$ cat config.mk
export PLATFORM = sky130hd
export DESIGN_NAME = pwm_generator_update_control
export DESIGN_NICKNAME = d
export VERILOG_FILES = /design/src/logic/pwm_gen_pkg.sv /design/src/logic/pwm_timebase.sv /design/src/logic/pwm_generator_update_control.sv
export VERILOG_INCLUDE_DIRS = /design/src /design/src/logic
export SDC_FILE = /design/constraint.sdc
export NUM_CORES = 1
export LEC_CHECK = 0
export BUFFER_PORTS_ARGS = -buffer_cell sky130_fd_sc_hd__buf_2
export CORE_AREA = 2 2 244 246
export CTS_CLUSTER_SIZE = 12
export DETAILED_ROUTE_END_ITERATION = 10
export DIE_AREA = 0 0 246 248
export PLACE_DENSITY_LB_ADDON = 0.3
export SYNTH_ARGS = -nofsm -noshare
export SYNTH_HDL_FRONTEND = slang
export SYNTH_HIERARCHICAL = 1
export SYNTH_SLANG_ARGS = --single-unit
$ cat constraint.sdc
create_clock -name core_clk -period 9.5 [get_ports core_clk]
set_clock_uncertainty 0.05 [all_clocks]
set_input_delay 1.425 -clock core_clk [delete_from_list [all_inputs] [get_ports core_clk]]
set_output_delay 1.425 -clock core_clk [all_outputs]
set_load 0.005 [all_outputs]
$ cat src/logic/pwm_gen_defs.svh
/*
 * register offsets, field positions and reset values for the
 * pwm generator channel. assumes inclusion by bare name from logic/.
 */
`ifndef PWM_GEN_DEFS_SVH
`define PWM_GEN_DEFS_SVH

// ****************************************************************
// register word indices; the byte address is four times the index
// ****************************************************************
`define OFS_GLOBAL_TB_CTRL 4'h0
`define OFS_GEN_CONTROL    4'h1
`define OFS_GEN_DUTY       4'h2
`define OFS_MASTER_DUTY    4'h3
`define OFS_GEN_PHASE      4'h4
`define OFS_GEN_DEAD_TIME  4'h5
`define OFS_OUTPUT_CONTROL 4'h6
`define OFS_MASTER_PERIOD  4'h7
`define OFS_GEN_PERIOD     4'h8
`define OFS_STATUS         4'h9

// ****************************************************************
// field positions
// ****************************************************************
`define BIT_MODULE_EN      15
`define BIT_TB_SELECT      9
`define BIT_DUTY_SELECT    8
`define BIT_IMMEDIATE      0
`define FLD_OUT_MODE_HI    11
`define FLD_OUT_MODE_LO    10
`define BIT_OVR_EN_HIGH    9
`define BIT_OVR_EN_LOW     8
`define FLD_OVR_DATA_HI    3
`define FLD_OVR_DATA_LO    2
`define BIT_OVR_SYNC       0

// ****************************************************************
// reset values
// ****************************************************************
`define RST_GLOBAL_TB_CTRL 16'h0000
`define RST_GEN_CONTROL    16'h0000
`define RST_DUTY           16'h0000
`define RST_PHASE          16'h0000
`define RST_DEAD_TIME      16'h0000
`define RST_OUTPUT_CONTROL 16'h0000
`define RST_PERIOD         16'h00ff

`endif

$ cat src/logic/pwm_gen_pkg.sv
/*
 * types shared by the pwm generator channel files.
 * assumes nothing of its surroundings.
 */
package pwm_gen_pkg;

  typedef enum logic [1:0] {
    MODE_COMPLEMENTARY,
    MODE_PUSH_PULL,
    MODE_REDUNDANT,
    MODE_INDEPENDENT
  } out_mode_e;

  typedef enum logic [1:0] {
    DT_IDLE,
    DT_WAIT_HIGH,
    DT_WAIT_LOW
  } dead_state_e;

  typedef logic [15:0] word_t;

endpackage : pwm_gen_pkg

$ cat src/logic/pwm_timebase.sv
/*
 * one free-running period counter with a boundary pulse.
 * assumes a single clock domain; used twice (master and own time base).
 */
module pwm_timebase
  import pwm_gen_pkg::*;
(
  input  wire logic  core_clk, // clock
  input  wire logic  reset,    // sync reset, active high
  input  wire logic  clk_en,   // freezes state while low
  input  wire logic  run,      // counting allowed
  input  wire word_t period,   // last count of the period
  output word_t      count,    // present count
  output logic       boundary  // one-cycle pulse at rollover
);

  // the boundary marks the last count, so loads taken on it land on the
  // wrap edge and a new period never starts with a stale compare value
  assign boundary = run && (count >= period);

  always_ff @(posedge core_clk) begin
    if (reset) begin
      count <= 16'h0000;
    end else if (clk_en) begin
      if (!run || count >= period) begin
        count <= 16'h0000;
      end else begin
        count <= count + 16'h0001;
      end
    end
  end

endmodule : pwm_timebase

$ cat src/logic/pwm_generator_update_control.sv
/*
 * one pwm generator channel: time base choice, buffered or immediate
 * update, output modes, dead time and override, behind an axi4-lite slave.
 * assumes one clock; the gate drivers sit on high_side_out/low_side_out.
 */
// Decided for this implementation: the register addresses and the AXI4-Lite register port.
// Contract
// [RQ1] gen_control bit 9 zero selects master time base, one selects own.
// [RQ2] gen_control bit 0 set applies duty at once, else at period boundary.
// [RQ3] pwm runs only while global_timebase_control bit 15 is set.
// [RQ4] output_control bits 11:10: 10 redundant, 01 push-pull.
// [RQ5] gen_control bit 8 picks own duty (0) or shared master duty (1).
// [RQ6] override sync bit 0 clear applies override changes on next clock.
// [RQ7] override forces outputs to override data; clearing resumes pwm.
// [RQ8] phase change on master base still gets dead time at boundary.
// [RQ9] nonzero to zero duty in redundant/push-pull yields no glitch pulse.
// [RQ10] software times immediate writes near period boundary.
// [RQ11] all control registers are written and read back over the bus.
module pwm_generator_update_control
  import pwm_gen_pkg::*;
(
  input  wire logic        core_clk,      // 25 mhz clock
  input  wire logic        reset,         // sync reset, active high
  input  wire logic        clk_en,        // freezes all state while low
  input  wire logic [31:0] s_axi_awaddr,  // write address
  input  wire logic        s_axi_awvalid, // write address valid
  output logic             s_axi_awready, // write address ready
  input  wire logic [31:0] s_axi_wdata,   // write data
  input  wire logic [3:0]  s_axi_wstrb,   // byte enables
  input  wire logic        s_axi_wvalid,  // write data valid
  output logic             s_axi_wready,  // write data ready
  output logic [1:0]       s_axi_bresp,   // write response
  output logic             s_axi_bvalid,  // write response valid
  input  wire logic        s_axi_bready,  // write response ready
  input  wire logic [31:0] s_axi_araddr,  // read address
  input  wire logic        s_axi_arvalid, // read address valid
  output logic             s_axi_arready, // read address ready
  output logic [31:0]      s_axi_rdata,   // read data
  output logic [1:0]       s_axi_rresp,   // read response
  output logic             s_axi_rvalid,  // read data valid
  input  wire logic        s_axi_rready,  // read data ready
  output logic             high_side_out, // high gate drive
  output logic             low_side_out   // low gate drive
);
`include "pwm_gen_defs.svh"

  // ****************************************************************
  // register file
  // ****************************************************************
  word_t global_timebase_control_q;
  word_t gen_control_q;
  word_t gen_duty_q;
  word_t master_duty_q;
  word_t gen_phase_q;
  word_t gen_dead_time_q;
  word_t output_control_q;
  word_t master_period_q;
  word_t gen_period_q;

  logic        aw_held_q;
  logic        w_held_q;
  logic [31:0] awaddr_q;
  logic [31:0] wdata_q;
  logic [3:0]  wstrb_q;
  logic        wr_fire;
  logic [3:0]  wr_idx;
  logic        wr_ok;

  assign wr_fire = aw_held_q && w_held_q && !s_axi_bvalid;
  assign wr_idx  = awaddr_q[5:2];
  assign wr_ok   = (awaddr_q[31:6] == 26'h0) && (wr_idx <= `OFS_GEN_PERIOD);

  function automatic word_t merge(input word_t old, input logic [31:0] d, input logic [3:0] s);
    merge = {s[1] ? d[15:8] : old[15:8], s[0] ? d[7:0] : old[7:0]};
  endfunction : merge

  // address and data are taken in either order, one write at a time
  always_ff @(posedge core_clk) begin
    if (reset) begin
      aw_held_q     <= 1'b0;
      w_held_q      <= 1'b0;
      awaddr_q      <= 32'h0;
      wdata_q       <= 32'h0;
      wstrb_q       <= 4'h0;
      s_axi_awready <= 1'b0;
      s_axi_wready  <= 1'b0;
      s_axi_bvalid  <= 1'b0;
      s_axi_bresp   <= 2'h0;
    end else if (clk_en) begin
      s_axi_awready <= !aw_held_q && !s_axi_awready && s_axi_awvalid;
      s_axi_wready  <= !w_held_q && !s_axi_wready && s_axi_wvalid;
      if (s_axi_awvalid && s_axi_awready) begin
        aw_held_q <= 1'b1;
        awaddr_q  <= s_axi_awaddr;
      end
      if (s_axi_wvalid && s_axi_wready) begin
        w_held_q <= 1'b1;
        wdata_q  <= s_axi_wdata;
        wstrb_q  <= s_axi_wstrb;
      end
      if (wr_fire) begin
        aw_held_q    <= 1'b0;
        w_held_q     <= 1'b0;
        s_axi_bvalid <= 1'b1;
        s_axi_bresp  <= wr_ok ? 2'h0 : 2'h2;
      end else if (s_axi_bvalid && s_axi_bready) begin
        s_axi_bvalid <= 1'b0;
      end
    end
  end

  always_ff @(posedge core_clk) begin
    if (reset) begin
      global_timebase_control_q <= `RST_GLOBAL_TB_CTRL;
      gen_control_q             <= `RST_GEN_CONTROL;
      gen_duty_q                <= `RST_DUTY;
      master_duty_q             <= `RST_DUTY;
      gen_phase_q               <= `RST_PHASE;
      gen_dead_time_q           <= `RST_DEAD_TIME;
      output_control_q          <= `RST_OUTPUT_CONTROL;
      master_period_q           <= `RST_PERIOD;
      gen_period_q              <= `RST_PERIOD;
    end else if (clk_en && wr_fire && wr_ok) begin
      case (wr_idx) // RQ11
        `OFS_GLOBAL_TB_CTRL: global_timebase_control_q <= merge(global_timebase_control_q, wdata_q, wstrb_q);
        `OFS_GEN_CONTROL:    gen_control_q    <= merge(gen_control_q, wdata_q, wstrb_q);
        `OFS_GEN_DUTY:       gen_duty_q       <= merge(gen_duty_q, wdata_q, wstrb_q);
        `OFS_MASTER_DUTY:    master_duty_q    <= merge(master_duty_q, wdata_q, wstrb_q);
        `OFS_GEN_PHASE:      gen_phase_q      <= merge(gen_phase_q, wdata_q, wstrb_q);
        `OFS_GEN_DEAD_TIME:  gen_dead_time_q  <= merge(gen_dead_time_q, wdata_q, wstrb_q);
        `OFS_OUTPUT_CONTROL: output_control_q <= merge(output_control_q, wdata_q, wstrb_q);
        `OFS_MASTER_PERIOD:  master_period_q  <= merge(master_period_q, wdata_q, wstrb_q);
        `OFS_GEN_PERIOD:     gen_period_q     <= merge(gen_period_q, wdata_q, wstrb_q);
        default: ;
      endcase
    end
  end

  // ****************************************************************
  // time bases and active (shadow) values
  // ****************************************************************
  logic  pwm_run;
  word_t master_count;
  word_t own_count;
  logic  master_edge;
  logic  own_edge;
  logic  use_own_tb;
  word_t tb_count;
  logic  tb_edge;
  word_t duty_src;
  logic  immediate;
  word_t duty_q;
  word_t phase_q;
  logic  state_q;
  word_t status_word;

  assign pwm_run    = global_timebase_control_q[`BIT_MODULE_EN]; // RQ3
  assign use_own_tb = gen_control_q[`BIT_TB_SELECT];
  assign tb_count   = use_own_tb ? own_count : master_count; // RQ1
  assign tb_edge    = use_own_tb ? own_edge : master_edge; // RQ1
  assign duty_src   = gen_control_q[`BIT_DUTY_SELECT] ? master_duty_q : gen_duty_q; // RQ5
  assign immediate  = gen_control_q[`BIT_IMMEDIATE];

  pwm_timebase u_master_tb (
    .core_clk (core_clk),
    .reset    (reset),
    .clk_en   (clk_en),
    .run      (pwm_run),
    .period   (master_period_q),
    .count    (master_count),
    .boundary (master_edge)
  );

  pwm_timebase u_own_tb (
    .core_clk (core_clk),
    .reset    (reset),
    .clk_en   (clk_en),
    .run      (pwm_run),
    .period   (gen_period_q),
    .count    (own_count),
    .boundary (own_edge)
  );

  // with immediate clear, buffered values are loaded only at the boundary or while pwm is stopped, so a zero duty never
  // meets a stale compare mid-period; this is what kills the one-clock glitch
  always_ff @(posedge core_clk) begin
    if (reset) begin
      duty_q  <= `RST_DUTY;
      phase_q <= `RST_PHASE;
    end else if (clk_en) begin
      if (immediate || tb_edge || !pwm_run) begin // RQ2 RQ9
        duty_q  <= duty_src;
        phase_q <= gen_phase_q;
      end
    end
  end

  // raw pwm: high while count sits in [phase, phase+duty)
  logic  raw_on;
  word_t rel_count;
  assign rel_count = tb_count - phase_q;
  assign raw_on    = pwm_run && (duty_q != 16'h0000) && (tb_count >= phase_q) && (rel_count < duty_q); // RQ9

  // push-pull steering toggles each period
  always_ff @(posedge core_clk) begin
    if (reset) begin
      state_q <= 1'b0;
    end else if (clk_en) begin
      if (!pwm_run) begin
        state_q <= 1'b0;
      end else if (tb_edge) begin
        state_q <= !state_q;
      end
    end
  end

  // ****************************************************************
  // dead time on complementary transitions
  // ****************************************************************
  // the dead counter is driven by the raw level alone, so any edge, phase
  // change at a boundary included, passes through the gap whenever dead time is nonzero
  dead_state_e dt_state_q;
  word_t       dt_cnt_q;
  logic        raw_prev_q;
  logic        comp_high;
  logic        comp_low;

  always_ff @(posedge core_clk) begin
    if (reset) begin
      dt_state_q <= DT_IDLE;
      dt_cnt_q   <= 16'h0000;
      raw_prev_q <= 1'b0;
    end else if (clk_en) begin
      raw_prev_q <= raw_on;
      case (dt_state_q)
        // the edge cycle itself is the first cycle of the gap
        DT_IDLE: begin
          if (raw_on != raw_prev_q && gen_dead_time_q > 16'h0001) begin // RQ8
            dt_state_q <= raw_on ? DT_WAIT_HIGH : DT_WAIT_LOW;
            dt_cnt_q   <= gen_dead_time_q - 16'h0002;
          end
        end
        DT_WAIT_HIGH, DT_WAIT_LOW: begin
          if (raw_on != raw_prev_q && gen_dead_time_q > 16'h0001) begin
            dt_state_q <= raw_on ? DT_WAIT_HIGH : DT_WAIT_LOW;
            dt_cnt_q   <= gen_dead_time_q - 16'h0002;
          end else if (raw_on != raw_prev_q || dt_cnt_q == 16'h0000) begin
            dt_state_q <= DT_IDLE;
          end else begin
            dt_cnt_q <= dt_cnt_q - 16'h0001;
          end
        end
        default: dt_state_q <= DT_IDLE;
      endcase
    end
  end

  assign comp_high = raw_on && (dt_state_q == DT_IDLE) && (raw_on == raw_prev_q || gen_dead_time_q == 16'h0000);
  assign comp_low  = pwm_run && !raw_on && (dt_state_q == DT_IDLE)
                     && (raw_on == raw_prev_q || gen_dead_time_q == 16'h0000);

  // ****************************************************************
  // output mode, override and pins
  // ****************************************************************
  out_mode_e mode;
  logic      ovr_sync;
  logic [1:0] ovr_en_q;
  logic [1:0] ovr_dat_q;
  logic      pwm_high;
  logic      pwm_low;

  assign mode     = out_mode_e'(output_control_q[`FLD_OUT_MODE_HI:`FLD_OUT_MODE_LO]); // RQ4
  assign ovr_sync = output_control_q[`BIT_OVR_SYNC];

  always_comb begin
    case (mode) // RQ4
      MODE_REDUNDANT: begin
        pwm_high = raw_on;
        pwm_low  = raw_on;
      end
      MODE_PUSH_PULL: begin
        pwm_high = raw_on && !state_q;
        pwm_low  = raw_on && state_q;
      end
      MODE_COMPLEMENTARY: begin
        pwm_high = comp_high;
        pwm_low  = comp_low;
      end
      default: begin
        pwm_high = raw_on;
        pwm_low  = 1'b0;
      end
    endcase
  end

  // override takes effect at once unless sync asks for the period boundary
  always_ff @(posedge core_clk) begin
    if (reset) begin
      ovr_en_q  <= 2'h0;
      ovr_dat_q <= 2'h0;
    end else if (clk_en) begin
      if (!ovr_sync || tb_edge || !pwm_run) begin // RQ6
        ovr_en_q  <= output_control_q[`BIT_OVR_EN_HIGH:`BIT_OVR_EN_LOW];
        ovr_dat_q <= output_control_q[`FLD_OVR_DATA_HI:`FLD_OVR_DATA_LO];
      end
    end
  end

  always_ff @(posedge core_clk) begin
    if (reset) begin
      high_side_out <= 1'b0;
      low_side_out  <= 1'b0;
    end else if (clk_en) begin
      high_side_out <= ovr_en_q[1] ? ovr_dat_q[1] : pwm_high; // RQ7
      low_side_out  <= ovr_en_q[0] ? ovr_dat_q[0] : pwm_low; // RQ7
    end
  end

  // ****************************************************************
  // read channel
  // ****************************************************************
  assign status_word = {tb_count[13:0], state_q, raw_on};

  always_ff @(posedge core_clk) begin
    if (reset) begin
      s_axi_arready <= 1'b0;
      s_axi_rvalid  <= 1'b0;
      s_axi_rdata   <= 32'h0;
      s_axi_rresp   <= 2'h0;
    end else if (clk_en) begin
      s_axi_arready <= !s_axi_arready && !s_axi_rvalid && s_axi_arvalid;
      if (s_axi_arvalid && s_axi_arready) begin
        s_axi_rvalid <= 1'b1;
        s_axi_rresp  <= 2'h0;
        s_axi_rdata  <= 32'h0;
        if (s_axi_araddr[31:6] != 26'h0) begin
          s_axi_rresp <= 2'h2;
        end else begin
          case (s_axi_araddr[5:2]) // RQ11
            `OFS_GLOBAL_TB_CTRL: s_axi_rdata <= {16'h0, global_timebase_control_q};
            `OFS_GEN_CONTROL:    s_axi_rdata <= {16'h0, gen_control_q};
            `OFS_GEN_DUTY:       s_axi_rdata <= {16'h0, gen_duty_q};
            `OFS_MASTER_DUTY:    s_axi_rdata <= {16'h0, master_duty_q};
            `OFS_GEN_PHASE:      s_axi_rdata <= {16'h0, gen_phase_q};
            `OFS_GEN_DEAD_TIME:  s_axi_rdata <= {16'h0, gen_dead_time_q};
            `OFS_OUTPUT_CONTROL: s_axi_rdata <= {16'h0, output_control_q};
            `OFS_MASTER_PERIOD:  s_axi_rdata <= {16'h0, master_period_q};
            `OFS_GEN_PERIOD:     s_axi_rdata <= {16'h0, gen_period_q};
            `OFS_STATUS:         s_axi_rdata <= {16'h0, status_word};
            default:             s_axi_rresp <= 2'h2;
          endcase
        end
      end else if (s_axi_rvalid && s_axi_rready) begin
        s_axi_rvalid <= 1'b0;
      end
    end
  end
endmodule : pwm_generator_update_control

==> flow_summary.json <==
{
  "status": "complete, no violations",
  "postSynth.asyncResetShare": 0,
  "cts.sinks": 307,
  "start_util": 0.2671,
  "crit_required_ps": 9890,
  "synthFlopType": "dfxtp_1",
  "cts_tree": "done",
  "dieHeight_um": 248,
  "synth_top_area_share": 0.3936,
  "fmax_ghz": 0.1676,
  "grt_pass1_vias": 13600,
  "largest_reg_flops": 30,
  "crit_path_max_fanout": 21,
  "cts_resized": 0,
  "drt-total-wl_um": 51880,
  "syn_inst": 1960,
  "cts_htree_levels": 2,
  "clk-insertion-delay-late_ps": 550,
  "critical_path_class": "register to register",
  "synth_common_cells": "nand2_1 (456), dfxtp_1 (307), a21oi_1 (220)",
  "syn_area_per_cell_um2": 7.966,
  "hp-class": "register to register",
  "clock-root-buffer": "clkbuf_16",
  "worst_pin_slew_ps": 1215,
  "synth_edf_count": 0,
  "critPathArrivalTime_ps": 6360,
  "grt_pass1_wl_um": 79860,
  "layout.nets": 2196,
  "cp.buffers_inverters": 1,
  "coreArea_um2": 58460,
  "rsz0062_at_grt": "no",
  "routedWlPerCell_um": 18.42,
  "largest-register": "awaddr_q",
  "netlist_area_um2": 15610,
  "syn_to_final_growth_pct": 15.44,
  "final-hold-violation-count": 0,
  "io_buffers": 110,
  "critPathLaunchType": "register",
  "overflow": 0,
  "ctsHoldBuffers": 0,
  "slew_headroom": 0.1887,
  "min_period_ps": 5965,
  "crit_family": "compound AO/OA/AOI/OAI gates",
  "drc": 0,
  "dieWidth_um": 246,
  "antenna_found_initial": 0,
  "vias_per_cell": 5.079,
  "grt_start_max_net_pins": 124,
  "slowest_delay_ps": 860,
  "numCtsBuffers": 36,
  "multiInputGateArea_um2": 8736,
  "fp-row-count": 89,
  "setup_viol": 0,
  "firstDrtPassIters": 6,
  "hpwlAfterDp_um": 38120,
  "placed_area_um2": 16810,
  "synth_area_leaders": "dfxtp_1 (39%), nand2_1 (11%), a21oi_1 (7.1%)",
  "min_period_over_period": 0.6279,
  "clk_pin_slew_ps": 60,
  "num_io_pins": 151,
  "ys_seq_area_frac": 0.3936,
  "nFillCells": 6250,
  "place.gp.congestion": 0.8940,
  "final_area_um2": 18020,
  "num_vias": 14300,
  "antenna_cells": 0,
  "clockBufferDepth": 3,
  "postSynthRegisterBits": 307,
  "synth_cell_types": 83,
  "die_area_um2": 61010,
  "tns_ps": 0,
  "crit_chain": "mux2_2 -> ha_1 -> nor2b_1 -> o21ai_0 -> a21boi_0 -> o21a_1 -> o211ai_1 -> a31oi_1 -> a21o_1 -> a21oi_1 -> xnor2_1 -> ha_1 -> inv_1 -> o22ai_1 -> nor4bb_1 -> o21a_1 -> o31ai_1 -> o21ai_0 -> nand4_1 -> a2111oi_1",
  "gr-usage-all-layers": 0.1677,
  "ys.warnings.count": 6,
  "slowest_stage": "nand4_1",
  "post_cts_buffers": 0,
  "drt_iter0_drc": 1161,
  "seq_area_um2": 6146,
  "power_density_nw_per_um2": 158.7,
  "power_leakage_nw": 6.531,
  "layout-drive-gt1-share": 0.1229,
  "drv_slew": 0,
  "synth_top_cell_by_area": "dfxtp_1",
  "yosysMostFrequentCell": "nand2_1",
  "worstSetupEndpointType": "register",
  "drtAntennaViolNets": 0,
  "max_cap_viol_count": 0,
  "peakVddDrop_uv": 126.9
}
==> worst min-delay path: stages (launching register included) <==
cell     delay (ps)
dfxtp_1         310
nand2_1          50
a21oi_1          50
==> metal layers <==
| metal | up-vias | global-route usage | wire (um) |
|---|---|---|---|
| li1 | 6923 | - | - |
| met1 | 6835 | 0.2226 | 23390 |
| met2 | 439 | 0.2761 | 23980 |
| met3 | 106 | 0.01719 | 2629 |
| met4 | 0 | 0.07184 | 1878 |
| met5 | - | 0 | 0 |
==> cell type report <==
cell class,instances,area share
multi-input combinational,1468,0.4847
sequential,307,0.3410
tap,773,0.05366
clock inverter,12,0.009857
clock buffer,51,0.05755
inverter,83,0.01728
timing repair buffer,122,0.03603
==> layout by cell type, fill, tap and decap left out, drive strengths merged, types with 12 or more instances in the layout <==
cell    Yosys  layout
nand2     457     457
dfxtp     307     307
a21oi     220     220
nor2      167     167
buf        33     121
inv        83      84
ha         69      69
a22oi      63      63
mux2i      60      60
clkbuf     86      52
nand4      38      38
nor3       38      38
nor4       31      31
xnor2      29      29
xor2       25      25
o21ai      24      24
a211oi     21      21
nand3      20      20
mux2       18      18
conb        1      18
a221oi     16      16
a22o       15      15
a31oi      14      14
nand2b     13      13
nor2b      12      12
==> path summary, 6_finish.rpt <==
kind                                                      from  slack, ps                        endpoint  depth (start not counted)
worst min register to register  gen_control_q[13]$_SDFFE_PP0P_        400  gen_control_q[13]$_SDFFE_PP0P_                          2
worst max-delay path             gen_control_q[9]$_SDFFE_PP0P_       3530        dt_cnt_q[7]$_SDFFE_PP0P_                         20
worst min-delay path            gen_control_q[13]$_SDFFE_PP0P_        400  gen_control_q[13]$_SDFFE_PP0P_                          2
worst max register to register   gen_control_q[9]$_SDFFE_PP0P_       3530        dt_cnt_q[7]$_SDFFE_PP0P_                         20
==> cells by family (layout without fill, tap and decap cells) <==
group	count (synthesis)	count (layout)	share of synthesized area
compound gates	434	434	0.1810
other cells	1	18	0.0002402
xor+xnor	54	54	0.03029
buf+inv	202	268	0.05537
simple gates	814	814	0.2314
flops	307	307	0.3936
fa+ha+maj	70	70	0.05658
mux	78	78	0.05145
==> where the power goes <==
group,internal (W),switching (W)
clock,0.000870,0.000566
sequential,0.00130,0.0000115
combinational,0.0000375,0.0000790
total,0.00220,0.000657
==> through the flow <==
step	std cells	utilization	power (W)	worst slack, ps	hold WS [ps]
floorplan	1977	-	0.001405	4422	380.8
global placement	2753	0.2875	0.001451	3816	388.8
detailed placement	2753	0.2875	0.001452	3676	396.4
CTS	2816	0.3083	0.002886	3633	404.1
global route	2816	0.3083	0.002950	2962	417.9
finish	2816	0.3083	0.002861	3535	400.9
(Power assumes the default switching activity.)
